`config.mk`:
```
export PLATFORM = sky130hd
export DESIGN_NAME = spcr_top
export DESIGN_NICKNAME = d
export VERILOG_FILES = /design/src/rtl/spcr_pkg.sv /design/src/rtl/spcr_top.sv /design/src/rtl/spcr_prediv.sv /design/src/rtl/spcr_spi_port.sv
export VERILOG_INCLUDE_DIRS = /design/src /design/src/rtl
export SDC_FILE = /design/constraint.sdc
export NUM_CORES = 1
export LEC_CHECK = 0
export BUFFER_PORTS_ARGS = -buffer_cell sky130_fd_sc_hd__clkbuf_2
export CORE_ASPECT_RATIO = 2
export CORE_MARGIN = 3
export CORE_UTILIZATION = 62
export DETAILED_ROUTE_END_ITERATION = 12
export GPL_ROUTABILITY_DRIVEN = 0
export GPL_TIMING_DRIVEN = 1
export HOLD_SLACK_MARGIN = 0.1
export PLACE_DENSITY_LB_ADDON = 0.08
export SLEW_MARGIN = 40
export SYNTH_ARGS = -nofsm -noshare
export SYNTH_HDL_FRONTEND = slang
export SYNTH_HIERARCHICAL = 1
export SYNTH_SLANG_ARGS = --single-unit
```
`constraint.sdc`:
```
create_clock -name CLK -period 9.15 [get_ports CLK]
set_clock_uncertainty 0.05 [all_clocks]
set_input_delay 1.3725 -clock CLK [delete_from_list [all_inputs] [get_ports CLK]]
set_output_delay 1.3725 -clock CLK [all_outputs]
set_load 0.005 [all_outputs]
```
`src/rtl/spcr_defines.svh`:
```
// Offsets, reset values, masks and timing constants of the loop configuration bank
`ifndef SPCR_DEFINES_SVH
`define SPCR_DEFINES_SVH

`define SPCR_ADDR_W 15
`define SPCR_DATA_W 8
`define SPCR_NREG 14
`define SPCR_IDX_W 4
`define SPCR_INSTR_BITS 5'h10
`define SPCR_FRAME_BITS 5'h18
`define SPCR_LAST_BIT 5'h17

// Byte addresses
`define SPCR_A_LOOP_CTRL 15'h0280
`define SPCR_A_REF_DIV 15'h0289
`define SPCR_A_OSC_REG 15'h028a
`define SPCR_A_PD_A 15'h028b
`define SPCR_A_VAR_A 15'h0290
`define SPCR_A_CP_B 15'h0294
`define SPCR_A_OSC_A 15'h0296
`define SPCR_A_OSC_B 15'h0297
`define SPCR_A_PD_B 15'h0299
`define SPCR_A_VAR_B 15'h029a
`define SPCR_A_CP_C 15'h029c
`define SPCR_A_VAR_C 15'h029f
`define SPCR_A_VAR_D 15'h02a0
`define SPCR_A_CLK_SETUP 15'h02a4

// Storage indices
`define SPCR_I_LOOP_CTRL 4'h0
`define SPCR_I_REF_DIV 4'h1
`define SPCR_I_OSC_REG 4'h2
`define SPCR_I_PD_A 4'h3
`define SPCR_I_VAR_A 4'h4
`define SPCR_I_CP_B 4'h5
`define SPCR_I_OSC_A 4'h6
`define SPCR_I_OSC_B 4'h7
`define SPCR_I_PD_B 4'h8
`define SPCR_I_VAR_B 4'h9
`define SPCR_I_CP_C 4'ha
`define SPCR_I_VAR_C 4'hb
`define SPCR_I_VAR_D 4'hc
`define SPCR_I_CLK_SETUP 4'hd

// Reset values
`define SPCR_R_LOOP_CTRL 8'h00
`define SPCR_R_REF_DIV 8'h00
`define SPCR_R_OSC_REG 8'h2b
`define SPCR_R_PD_A 8'h7f
`define SPCR_R_VAR_A 8'h83
`define SPCR_R_CP_B 8'hb0
`define SPCR_R_OSC_A 8'h0c
`define SPCR_R_OSC_B 8'h00
`define SPCR_R_PD_B 8'h00
`define SPCR_R_VAR_B 8'hfe
`define SPCR_R_CP_C 8'h17
`define SPCR_R_VAR_C 8'h33
`define SPCR_R_VAR_D 8'h08
`define SPCR_R_CLK_SETUP 8'h4b

// Writable bit masks
`define SPCR_M_LOOP_CTRL 8'h01
`define SPCR_M_REF_DIV 8'h07
`define SPCR_M_FULL 8'hff
`define SPCR_M_NONE 8'h00

// Field positions
`define SPCR_BIT_LOOP_EN 0
`define SPCR_BIT_SETUP 2
`define SPCR_PREDIV_HI 1
`define SPCR_PREDIV_LO 0

// Pre-divider select codes and their division counts minus one
`define SPCR_DIV_BY4 2'h0
`define SPCR_DIV_BY2 2'h1
`define SPCR_DIV_BY1 2'h2
`define SPCR_LIM_BY4 2'h3
`define SPCR_LIM_BY2 2'h1
`define SPCR_LIM_BY1 2'h0

`endif

```
`src/rtl/spcr_pkg.sv`:
```
// Types shared by the loop configuration bank
package spcr_pkg;
    typedef enum logic [1:0] {SPCR_IDLE, SPCR_INSTR, SPCR_DATA} spcr_port_state_t;
    typedef logic [7:0] spcr_byte_t;
endpackage

```
`src/rtl/spcr_top.sv`:
```
// Loop configuration register bank behind the serial control port
// Behaviour
// - Pre-divider select 00, 01, 10 divides reference by 4, 2, 1.
// - Setup bit 2 of divider control resets 0; bits 7..3 read-only.
// - Oscillator regulator trim resets 0x2B; software writes 0x7B.
// - First power-down trim resets 0x7F; software writes 0x00.
// - First varactor trim resets 0x83; software writes 0x89.
// - Second charge-pump trim resets 0xB0; software writes 0x24.
// - First oscillator trim resets 0x0C; software writes 0x03.
// - Second oscillator trim resets 0x00; software writes 0x0D.
// - Second power-down trim resets 0x00; software writes 0x02.
// - Second varactor trim resets 0xFE; software writes 0x8E.
// - Third charge-pump trim resets 0x17; software writes 0x2A.
// - Third varactor trim resets 0x33; software writes 0x78.
// - Fourth varactor trim resets 0x08; software writes 0x06.
// - Clock setup byte resets 0x4B; software writes 0xFF.
// - Setting loop enable enables the loop and starts calibration.
`timescale 1ns/1ps
`default_nettype none
`include "spcr_defines.svh"
module spcr_top
    import spcr_pkg::*;
(
    input wire logic CLK,
    input wire logic RESETN,
    input wire logic CS_N,
    input wire logic SCLK,
    input wire logic SDIO_IN,
    input wire logic REF_CLK_IN,
    output logic SDO,
    output logic SDO_OE,
    output logic [1:0] REF_PREDIV_SELECT,
    output logic PLL_SETUP_BIT,
    output logic [7:0] OSCILLATOR_REGULATOR_TRIM,
    output logic [7:0] LOOP_POWERDOWN_TRIM_A,
    output logic [7:0] VARACTOR_TRIM_A,
    output logic [7:0] CHARGE_PUMP_TRIM_B,
    output logic [7:0] OSCILLATOR_TRIM_A,
    output logic [7:0] OSCILLATOR_TRIM_B,
    output logic [7:0] LOOP_POWERDOWN_TRIM_B,
    output logic [7:0] VARACTOR_TRIM_B,
    output logic [7:0] CHARGE_PUMP_TRIM_C,
    output logic [7:0] VARACTOR_TRIM_C,
    output logic [7:0] VARACTOR_TRIM_D,
    output logic [7:0] CLOCK_SETUP,
    output logic LOOP_ENABLE,
    output logic CAL_START,
    output logic PFD_REF_TICK
);
    spcr_byte_t regs [`SPCR_NREG];
    logic [14:0] addr;
    logic [7:0] wdata;
    logic wr_stb;
    logic [7:0] rdata;
    logic [4:0] look;
    logic hit;
    logic [3:0] idx;
    logic next_cal;

    // Address decode: hit flag and storage index
    function automatic logic [4:0] index_of(input logic [14:0] a);
        case (a)
            `SPCR_A_LOOP_CTRL: index_of = {1'b1, `SPCR_I_LOOP_CTRL};
            `SPCR_A_REF_DIV: index_of = {1'b1, `SPCR_I_REF_DIV};
            `SPCR_A_OSC_REG: index_of = {1'b1, `SPCR_I_OSC_REG};
            `SPCR_A_PD_A: index_of = {1'b1, `SPCR_I_PD_A};
            `SPCR_A_VAR_A: index_of = {1'b1, `SPCR_I_VAR_A};
            `SPCR_A_CP_B: index_of = {1'b1, `SPCR_I_CP_B};
            `SPCR_A_OSC_A: index_of = {1'b1, `SPCR_I_OSC_A};
            `SPCR_A_OSC_B: index_of = {1'b1, `SPCR_I_OSC_B};
            `SPCR_A_PD_B: index_of = {1'b1, `SPCR_I_PD_B};
            `SPCR_A_VAR_B: index_of = {1'b1, `SPCR_I_VAR_B};
            `SPCR_A_CP_C: index_of = {1'b1, `SPCR_I_CP_C};
            `SPCR_A_VAR_C: index_of = {1'b1, `SPCR_I_VAR_C};
            `SPCR_A_VAR_D: index_of = {1'b1, `SPCR_I_VAR_D};
            `SPCR_A_CLK_SETUP: index_of = {1'b1, `SPCR_I_CLK_SETUP};
            default: index_of = 5'h00;
        endcase
    endfunction

    // Reset value of each stored byte
    function automatic spcr_byte_t reset_of(input logic [3:0] i);
        case (i)
            `SPCR_I_LOOP_CTRL: reset_of = `SPCR_R_LOOP_CTRL;
            `SPCR_I_REF_DIV: reset_of = `SPCR_R_REF_DIV;
            `SPCR_I_OSC_REG: reset_of = `SPCR_R_OSC_REG;
            `SPCR_I_PD_A: reset_of = `SPCR_R_PD_A;
            `SPCR_I_VAR_A: reset_of = `SPCR_R_VAR_A;
            `SPCR_I_CP_B: reset_of = `SPCR_R_CP_B;
            `SPCR_I_OSC_A: reset_of = `SPCR_R_OSC_A;
            `SPCR_I_OSC_B: reset_of = `SPCR_R_OSC_B;
            `SPCR_I_PD_B: reset_of = `SPCR_R_PD_B;
            `SPCR_I_VAR_B: reset_of = `SPCR_R_VAR_B;
            `SPCR_I_CP_C: reset_of = `SPCR_R_CP_C;
            `SPCR_I_VAR_C: reset_of = `SPCR_R_VAR_C;
            `SPCR_I_VAR_D: reset_of = `SPCR_R_VAR_D;
            `SPCR_I_CLK_SETUP: reset_of = `SPCR_R_CLK_SETUP;
            default: reset_of = 8'h00;
        endcase
    endfunction

    // Writable bits of each stored byte; reserved bits stay zero
    function automatic spcr_byte_t mask_of(input logic [3:0] i);
        case (i)
            `SPCR_I_LOOP_CTRL: mask_of = `SPCR_M_LOOP_CTRL;
            `SPCR_I_REF_DIV: mask_of = `SPCR_M_REF_DIV;
            default: mask_of = (i < 4'(`SPCR_NREG)) ? `SPCR_M_FULL : `SPCR_M_NONE;
        endcase
    endfunction

    spcr_spi_port u_port (
        .clk(CLK),
        .rst_n(RESETN),
        .cs_n_pin(CS_N),
        .sclk_pin(SCLK),
        .sdi_pin(SDIO_IN),
        .rdata(rdata),
        .addr(addr),
        .wdata(wdata),
        .wr_stb(wr_stb),
        .sdo(SDO),
        .sdo_oe(SDO_OE)
    );

    // Decode of the port's current address, shared by read and write
    always_comb begin
        look = index_of(addr);
        hit = look[4];
        idx = look[3:0];
        rdata = hit ? regs[idx] : 8'h00;
    end

    // One byte of storage per register, write masked by its writable bits
    for (genvar i = 0; i < `SPCR_NREG; i++) begin : g_reg
        spcr_byte_t next_val;
        always_comb begin
            next_val = regs[i];
            if (wr_stb && hit && idx == 4'(i)) begin
                next_val = wdata & mask_of(4'(i));
            end
        end
        always_ff @(posedge CLK or negedge RESETN) begin
            if (!RESETN) begin
                regs[i] <= reset_of(4'(i));
            end else begin
                regs[i] <= next_val;
            end
        end
    end

    // Calibration start on a 0 to 1 write of the loop enable bit
    always_comb begin
        next_cal = wr_stb && hit && idx == `SPCR_I_LOOP_CTRL
            && wdata[`SPCR_BIT_LOOP_EN]
            && !regs[`SPCR_I_LOOP_CTRL][`SPCR_BIT_LOOP_EN];
    end

    always_ff @(posedge CLK or negedge RESETN) begin
        if (!RESETN) begin
            CAL_START <= 1'b0;
        end else begin
            CAL_START <= next_cal;
        end
    end

    spcr_prediv u_prediv (
        .clk(CLK),
        .rst_n(RESETN),
        .ref_pin(REF_CLK_IN),
        .sel(regs[`SPCR_I_REF_DIV][`SPCR_PREDIV_HI:`SPCR_PREDIV_LO]),
        .tick(PFD_REF_TICK)
    );

    // Configuration outputs taken straight from the storage flip-flops
    assign REF_PREDIV_SELECT = regs[`SPCR_I_REF_DIV][`SPCR_PREDIV_HI:`SPCR_PREDIV_LO];
    assign PLL_SETUP_BIT = regs[`SPCR_I_REF_DIV][`SPCR_BIT_SETUP];
    assign OSCILLATOR_REGULATOR_TRIM = regs[`SPCR_I_OSC_REG];
    assign LOOP_POWERDOWN_TRIM_A = regs[`SPCR_I_PD_A];
    assign VARACTOR_TRIM_A = regs[`SPCR_I_VAR_A];
    assign CHARGE_PUMP_TRIM_B = regs[`SPCR_I_CP_B];
    assign OSCILLATOR_TRIM_A = regs[`SPCR_I_OSC_A];
    assign OSCILLATOR_TRIM_B = regs[`SPCR_I_OSC_B];
    assign LOOP_POWERDOWN_TRIM_B = regs[`SPCR_I_PD_B];
    assign VARACTOR_TRIM_B = regs[`SPCR_I_VAR_B];
    assign CHARGE_PUMP_TRIM_C = regs[`SPCR_I_CP_C];
    assign VARACTOR_TRIM_C = regs[`SPCR_I_VAR_C];
    assign VARACTOR_TRIM_D = regs[`SPCR_I_VAR_D];
    assign CLOCK_SETUP = regs[`SPCR_I_CLK_SETUP];
    assign LOOP_ENABLE = regs[`SPCR_I_LOOP_CTRL][`SPCR_BIT_LOOP_EN];
endmodule
`default_nettype wire

```
`src/rtl/spcr_prediv.sv`:
```
// Reference clock pre-divider feeding the phase detector
`timescale 1ns/1ps
`default_nettype none
`include "spcr_defines.svh"
module spcr_prediv
    import spcr_pkg::*;
(
    input wire logic clk,
    input wire logic rst_n,
    input wire logic ref_pin,
    input wire logic [1:0] sel,
    output logic tick
);
    logic ref_s1;
    logic ref_s2;
    logic ref_s3;
    logic [1:0] cnt;
    logic [1:0] next_cnt;
    logic next_tick;
    logic [1:0] limit;

    // Division count chosen by the select code; unused code divides by 4
    always_comb begin
        case (sel)
            `SPCR_DIV_BY2: limit = `SPCR_LIM_BY2;
            `SPCR_DIV_BY1: limit = `SPCR_LIM_BY1;
            default: limit = `SPCR_LIM_BY4;
        endcase
    end

    // Count reference rising edges, one tick per divided period
    always_comb begin
        next_cnt = cnt;
        next_tick = 1'b0;
        if (ref_s2 && !ref_s3) begin
            if (cnt >= limit) begin
                next_cnt = 2'h0;
                next_tick = 1'b1;
            end else begin
                next_cnt = cnt + 2'h1;
            end
        end
    end

    // Synchroniser, edge history and divider state
    always_ff @(posedge clk or negedge rst_n) begin
        if (!rst_n) begin
            ref_s1 <= 1'b0;
            ref_s2 <= 1'b0;
            ref_s3 <= 1'b0;
            cnt <= 2'h0;
            tick <= 1'b0;
        end else begin
            ref_s1 <= ref_pin;
            ref_s2 <= ref_s1;
            ref_s3 <= ref_s2;
            cnt <= next_cnt;
            tick <= next_tick;
        end
    end
endmodule
`default_nettype wire

```
`src/rtl/spcr_spi_port.sv`:
```
// Serial control port slave: 16-bit instruction then one data byte
`timescale 1ns/1ps
`default_nettype none
`include "spcr_defines.svh"
module spcr_spi_port
    import spcr_pkg::*;
(
    input wire logic clk,
    input wire logic rst_n,
    input wire logic cs_n_pin,
    input wire logic sclk_pin,
    input wire logic sdi_pin,
    input wire logic [7:0] rdata,
    output logic [14:0] addr,
    output logic [7:0] wdata,
    output logic wr_stb,
    output logic sdo,
    output logic sdo_oe
);
    logic [2:0] s1;
    logic [2:0] s2;
    logic sclk_d;
    spcr_port_state_t state;
    spcr_port_state_t next_state;
    logic [4:0] cnt;
    logic [4:0] next_cnt;
    logic [15:0] sr;
    logic [15:0] next_sr;
    logic is_read;
    logic next_is_read;
    logic [14:0] next_addr;
    logic [7:0] next_wdata;
    logic next_wr_stb;
    logic next_sdo;
    logic next_sdo_oe;
    logic cs_act;
    logic rise;
    logic fall;

    assign cs_act = !s2[2];
    assign rise = s2[1] && !sclk_d;
    assign fall = !s2[1] && sclk_d;

    // Frame sequencer: shift on SCLK rise, drive read data on SCLK fall
    always_comb begin
        next_state = state;
        next_cnt = cnt;
        next_sr = sr;
        next_is_read = is_read;
        next_addr = addr;
        next_wdata = wdata;
        next_wr_stb = 1'b0;
        next_sdo = sdo;
        next_sdo_oe = sdo_oe;
        if (!cs_act) begin
            next_state = SPCR_IDLE;
            next_cnt = 5'h0;
            next_sdo_oe = 1'b0;
        end else begin
            case (state)
                SPCR_IDLE: begin
                    next_state = SPCR_INSTR;
                    next_cnt = 5'h0;
                end
                SPCR_INSTR: begin
                    if (rise) begin
                        next_sr = {sr[14:0], s2[0]};
                        next_cnt = cnt + 5'h1;
                        if (cnt + 5'h1 == `SPCR_INSTR_BITS) begin
                            next_is_read = sr[14];
                            next_addr = {sr[13:0], s2[0]};
                            next_state = SPCR_DATA;
                        end
                    end
                end
                SPCR_DATA: begin
                    if (rise && cnt != `SPCR_FRAME_BITS) begin
                        next_sr = {sr[14:0], s2[0]};
                        next_cnt = cnt + 5'h1;
                        if (cnt == `SPCR_LAST_BIT && !is_read) begin
                            next_wdata = {sr[6:0], s2[0]};
                            next_wr_stb = 1'b1;
                        end
                    end
                    if (fall && is_read && cnt != `SPCR_FRAME_BITS) begin
                        next_sdo = rdata[3'(`SPCR_LAST_BIT - cnt)];
                        next_sdo_oe = 1'b1;
                    end
                end
                default: next_state = SPCR_IDLE;
            endcase
        end
    end

    // Pin synchronisers and frame state
    always_ff @(posedge clk or negedge rst_n) begin
        if (!rst_n) begin
            s1 <= 3'h4;
            s2 <= 3'h4;
            sclk_d <= 1'b0;
            state <= SPCR_IDLE;
            cnt <= 5'h0;
            sr <= 16'h0000;
            is_read <= 1'b0;
            addr <= 15'h0000;
            wdata <= 8'h00;
            wr_stb <= 1'b0;
            sdo <= 1'b0;
            sdo_oe <= 1'b0;
        end else begin
            s1 <= {cs_n_pin, sclk_pin, sdi_pin};
            s2 <= s1;
            sclk_d <= s2[1];
            state <= next_state;
            cnt <= next_cnt;
            sr <= next_sr;
            is_read <= next_is_read;
            addr <= next_addr;
            wdata <= next_wdata;
            wr_stb <= next_wr_stb;
            sdo <= next_sdo;
            sdo_oe <= next_sdo_oe;
        end
    end
endmodule
`default_nettype wire

```
==> flow_metrics.tcl, run 1 <==
set metrics [dict create \
    crit_arrival_ns 4.74 \
    largestRegisters "u_port/addr (15), u_port/sr (15)" \
    finalCriticalPeriod_ns 4.48 \
    rsz0062_at_grt "no" \
    path_class "reg2reg" \
    ir_worst_vdd_v 0.000137 \
    drt-pass1-iter-count 5 \
    vias_per_cell 6.71 \
    cts_setup_buffers 0 \
    clk_pin_slew_ns 0.06 \
    max_slew_margin_pct 44.8 \
    syn_avg_cell_area_um2 12.9 \
    ys_async_sr_fraction_pct 100 \
    die_h_um 167 \
    syn_inst 620 \
    die_area_um2 14400 \
    final_nets 731 \
    die_w_um 86.3 \
    cap_violations 0 \
    swShare_pct 25.2 \
    wl_um 22100 \
    grt_pass1_wl_um 34200 \
    dp.cells 847 \
    max_clock_freq_mhz 223 \
    placed_area_um2 8570 \
    seqPwrFrac_pct 48.3 \
    cts_buffers 17 \
    instances_no_fill 879 \
    p_leak_nw 4.30 \
    hold_path_startpoint "u_prediv/ref_s1" \
    clock_latency_ns 0.43 \
    ys_types 79 \
    yosys_warnings 6 \
    post-dp-hpwl_um 16200 \
    finalHoldViolCount 0 \
    p_clk_share_pct 44.1 \
    layout_worst_path_cycle_share_pct 48.9 \
    cts_sinks 163 \
    clock_path_buffers 2 \
    end_kind "flip-flop" \
    path_cells "nor4_1 > nand3_1 > or4_1 > a21oi_1 > a21boi_0 > a221o_1 > a2111oi_2 > mux4_1 > mux2_2 > mux2_2" \
    portBuffers 109 \
    synth_edf_count 0 \
    gr-total-overflow 0 \
    antenna_found_initial 0 \
    setup.worst_path.start "u_port/addr[10]" \
    stdcell_area_um2 9160 \
    core_area_um2 12600 \
    wire_per_inst_um 25.2 \
    initial_utilization_pct 63.3 \
    antenna_cells 0 \
    postRouteAntennaNets 0 \
    worstSetupStartpointType "flip-flop" \
    cts_resized 0 \
    synth_ff_type "dfrtp_1" \
    synth_seq_cells 163 \
    p_int_mw 1.19 \
    fillCellCount 889 \
    grt_usage_pct 31.4 \
    cp_max_fo 16 \
    drive_above_1_share_pct 49.7 \
    worstMarginPinSlew_ns 0.826 \
    drc 0 \
    h-tree-depth 4 \
    cts_root_buffer "clkbuf_16" \
    fin_tns_setup_ns 0 \
    cp_common_cell "mux2_2" \
    reg2reg_from "u_port/addr[10]" \
    grt_max_degree 90 \
    synth-seq-area-share_pct 51.6 \
    cpPeakStageDelay_ns 0.75 \
    areaGrowthSynthToFinish_pct 14.5 \
    syn-num-nets 635 \
    cts.hold.buffers_added 0 \
    p_sw_mw 0.403 \
    cts_tree "yes" \
    grt_pass1_vias 6150 \
    rows 58 \
    drt-initial-drc-count 372 \
    slew_viol_final 0 \
    pin_count 110 \
    setup_viol 0 \
    status "completed" \
    powerDensity_nw_per_um2 174 \
    worstPathRequired_ns 9.42 \
    worst_path_max_delay_cell "or4_1" \
    power_frac_comb_pct 7.6 \
    vias 5900 \
    netlist_area_um2 8000 \
    hold_path.class "reg2reg" \
]
## path summary, 6_finish.rpt
check	to	slack, ns	cells past startpoint
worst max-delay path	u_port/sdo	4.67	10
worst min-delay path	u_prediv/ref_s2	0.30	0
worst max register to register	u_port/sdo	4.67	10
worst min register to register	u_prediv/ref_s2	0.30	0
max in group asynchronous	LOOP_POWERDOWN_TRIM_B[3]	6.94	2
min in group asynchronous	u_prediv/ref_s2	0.89	1
## cell families after synthesis
family	share of synthesized area, %
AOI/OAI and AO/OA	10.2
xor gates and xnor gates	0.657
adders and majority gates	1.41
buffers and inverters	3.11
DFF	51.6
muxes	23.4
and+or+nand+nor	9.60
## critical path: cells and delay by family (launching register included)
family	cells	cell delay [ns]
AO/OA/AOI/OAI	4	1.06
flip-flops	1	0.38
multiplexers	3	1.03
AND/OR/NAND/NOR	3	1.84
## power by group through the flow
stage                     combinational, mW  sequential [mW]  clock [mW]
final                                 0.121            0.772       0.704
after global routing                  0.135            0.774       0.739
after CTS                             0.120            0.772       0.710
after detailed placement              0.118            0.785           0
after global placement                0.113            0.782           0
after floorplan                      0.0842            0.772           0
## placed cells by master, fill, tap and decap left out, types with 6 or more instances in the layout
master | Yosys | final
mux2_4 | 11 | 11
nand3_1 | 13 | 13
o211ai_1 | 6 | 6
a31oi_1 | 13 | 13
nand2_1 | 22 | 22
inv_1 | 11 | 11
a221oi_1 | 7 | 7
o21ai_0 | 18 | 18
clkbuf_16 | 0 | 17
a21oi_1 | 15 | 15
nor4_1 | 9 | 7
ha_1 | 9 | 9
nor3_1 | 7 | 7
dfstp_2 | 41 | 41
nand2b_1 | 10 | 10
clkbuf_2 | 0 | 108
nor2_1 | 17 | 16
mux2i_1 | 9 | 9
mux2_2 | 138 | 138
dfrtp_1 | 122 | 122
## cell usage after synthesis, drive strengths merged (7+ instances only)
cell    count  share of area (%)
a21oi      15               0.94
a221oi      7               0.77
a31oi      14                1.3
buf        19                1.9
clkbuf     15               0.70
dfrtp     122                 38
dfstp      41                 13
ha          9                1.4
inv        11               0.52
mux2      150                 22
mux2i       9                1.1
nand2      24                1.2
nand2b     10               0.78
nand3      14               0.94
nor2       21                1.2
nor3        9               0.77
nor4       10               0.97
o21ai      21                1.3
## stage by stage
stage               worst slack (ns)  hold slack (ns)  utilization (%)  power [mW]
CTS                             4.75            0.301             72.5        1.60
global placement                5.00            0.284             67.7       0.895
global route                    4.51            0.306             72.6        1.65
detailed placement              4.84            0.286             67.9       0.903
floorplan                       5.60            0.281                -       0.856
finish                          4.67            0.299             72.6        1.60
## area by class of cell
type,instances,area (µm²),area share [%]
tap,150,188,2.05
multi-input combinational,412,3640,39.8
clock inverter,12,121,1.32
inverter,11,41.3,0.451
clock buffer,20,467,5.09
timing repair buffer,111,573,6.25
sequential,163,4130,45.1
## metal layers
metal | wire length (µm) | GRT usage [%] | vias up | part of all wire, %
met5 | 0 | 0 | - | 0
met2 | 12200 | 57.0 | 291 | 55
met1 | 7760 | 34.3 | 3017 | 35
met4 | 1150 | 17.2 | 0 | 5.2
li1 | - | - | 2512 | -
met3 | 1010 | 4.01 | 80 | 4.6
Note: power is estimated with default switching activity, not from simulation.
==> run 2, diff against run 1 <==
--- a/config.mk
+++ b/config.mk
@@ -9,7 +9,7 @@
 export BUFFER_PORTS_ARGS = -buffer_cell sky130_fd_sc_hd__clkbuf_2
 export CORE_ASPECT_RATIO = 2
 export CORE_MARGIN = 3
-export CORE_UTILIZATION = 62
+export CORE_UTILIZATION = 52
 export DETAILED_ROUTE_END_ITERATION = 12
 export GPL_ROUTABILITY_DRIVEN = 0
 export GPL_TIMING_DRIVEN = 1
==> constraint.sdc (replaced) <==
create_clock -name CLK -period 3.98 [get_ports CLK]
set_clock_uncertainty 0.05 [all_clocks]
set_input_delay 0.597 -clock CLK [delete_from_list [all_inputs] [get_ports CLK]]
set_output_delay 0.597 -clock CLK [all_outputs]
set_load 0.005 [all_outputs]
==> run 2 against run 1 <==
Against the previous run: sequential power up 130%; register-to-register slack lost 4.4 ns; total power increased by 130%; critical endpoint unchanged; flip-flop and latch count unchanged; worst hold slack lost 0.18 ns; first-iteration DRC count grew 26%; combinational power increased by 130%.
==> flow_metrics.tcl, run 2 (synthesis gave the netlist of run 1 again) <==
set metrics [dict create \
    portBuffers 109 \
    cts_resized 0 \
    vias 5857 \
    cts_sinks 163 \
    rsz0062_at_grt "no" \
    worstPathRequired_ns 4.30 \
    initial_utilization_pct 53.4 \
    timing.rr.end "u_port/sdo" \
    cp_max_fo 14 \
    h-tree-depth 4 \
    hold_path.class "in2async" \
    worstMarginPinSlew_ns 0.916 \
    pin_count 110 \
    drt-initial-drc-count 469 \
    slew_viol_final 0 \
    drive_above_1_share_pct 49.9 \
    wire_per_inst_um 24.9 \
    cts.hold.buffers_added 0 \
    r2r_slack_ns 0.27 \
    path_buf_inv 0 \
    wl_um 23300 \
    grt_usage_pct 28.6 \
    finalCriticalPeriod_ns 3.71 \
    powerDensity_nw_per_um2 390 \
    areaGrowthSynthToFinish_pct 15.9 \
    post-dp-hpwl_um 17500 \
    postRouteAntennaNets 0 \
    grt_max_degree 90 \
    rows 63 \
    p_leak_nw 4.35 \
    max_clock_freq_mhz 270 \
    cts_setup_buffers 0 \
    p_int_mw 2.66 \
    grt_pass1_wl_um 36500 \
    worstSetupStartpointType "flip-flop" \
    antenna_found_initial 0 \
    cts_root_buffer "clkbuf_16" \
    clk_pin_slew_ns 0.07 \
    path_depth 9 \
    status "completed" \
    max_slew_margin_pct 38.4 \
    drt-pass1-iter-count 5 \
    fin_tns_setup_ns 0 \
    power_frac_comb_pct 7.7 \
    setup_viol 0 \
    largestRegisters "u_port/addr (15), u_port/sr (15)" \
    drc 0 \
    swShare_pct 26.4 \
    ir_worst_vdd_v 0.000397 \
    seqPwrFrac_pct 49.1 \
    layout_worst_path_cycle_share_pct 93.2 \
    core_area_um2 15000 \
    path_cells "or3_4 > or4_4 > a31oi_4 > o221ai_1 > a22o_1 > a2111oi_1 > mux4_1 > mux2_2 > mux2_2" \
    multi_input_area_um2 3620 \
    antenna_cells 0 \
    stdcell_area_um2 9270 \
    worst_path_max_delay_cell "or4_4" \
    vias_per_cell 6.26 \
    crit_arrival_ns 4.03 \
    p_clk_share_pct 43.2 \
    finalHoldViolCount 0 \
    fillCellCount 1205 \
    clock_latency_ns 0.43 \
    die_w_um 93.7 \
    final_common_cell "mux2_2" \
    seq_area_um2 4130 \
    final_nets 743 \
    path_class "reg2reg" \
    end_kind "flip-flop" \
    gr-total-overflow 0 \
    cts_tree "yes" \
    placed_area_um2 8710 \
    reg2reg_depth 9 \
    cp_common_cell "mux2_2" \
    cp_top_family "compound AO/OA/AOI/OAI gates" \
    cpPeakStageDelay_ns 0.65 \
    cts_buffers 17 \
    layout_common_cells "138 x mux2_2, 122 x dfrtp_1, 108 x clkbuf_2" \
    die_area_um2 17000 \
    reg2reg_from "u_port/addr[0]" \
    clock_path_buffers 2 \
    cap_violations 0 \
    grt_pass1_vias 6100 \
    p_sw_mw 0.953 \
    die_h_um 181 \
]
==> run 2: cell count changes in the layout (fill, tap and decap cells not counted), sizes merged <==
cell / change
buf: +13
bufinv: -1
clkbuf: -2
clkinv: -1
inv: +3
==> run 2: worst max path at each step <==
| stage | start | endpoint | slack, ns |
|---|---|---|---|
| 2_1_floorplan | u_port/addr[5] | u_port/sdo | 0.43 |
| 3_3_place_gp | u_port/addr[4] | u_port/sdo | 0.31 |
| 3_5_place_dp | u_port/addr[4] | u_port/sdo | 0.23 |
| 4_1_cts | u_port/addr[4] | u_port/sdo | 0.21 |
| 5_1_grt | u_port/addr[0] | u_port/sdo | 0.06 |
| 6_report | u_port/addr[0] | u_port/sdo | 0.27 |
==> run 2: layout make-up <==
type	count	area share, %
sequential	163	44.6
multi-input combinational	412	39.1
timing repair buffer	123	7.22
clock buffer	19	4.78
tap	195	2.63
clock inverter	13	1.28
inverter	11	0.445
==> run 2: power by group through the flow <==
stage	sequential [mW]	clock, mW	combinational, mW
global placement	1.80	0	0.269
detailed placement	1.80	0	0.284
floorplan	1.78	0	0.194
finish	1.77	1.56	0.279
CTS	1.77	1.58	0.285
global route	1.78	1.65	0.309
==> run 2: layer usage <==
| layer | track usage, % | wire [µm] |
|---|---|---|
| met1 | 31.0 | 7970 |
| met2 | 52.2 | 13100 |
| met3 | 5.14 | 1080 |
| met4 | 13.7 | 1220 |
| met5 | 0 | 0 |
==> run 2: per-stage QoR <==
stage	std cells	worst slack [ns]	util, %	hold slack [ns]	power (mW)
after floorplan	620	0.425	-	0.251	1.97
after detailed placement	904	0.226	58.1	0.286	2.09
final	936	0.271	61.9	0.123	3.62
after CTS	936	0.210	61.9	0.149	3.64
after global placement	904	0.313	58.1	0.283	2.07
after global routing	936	0.0558	61.9	0.169	3.74
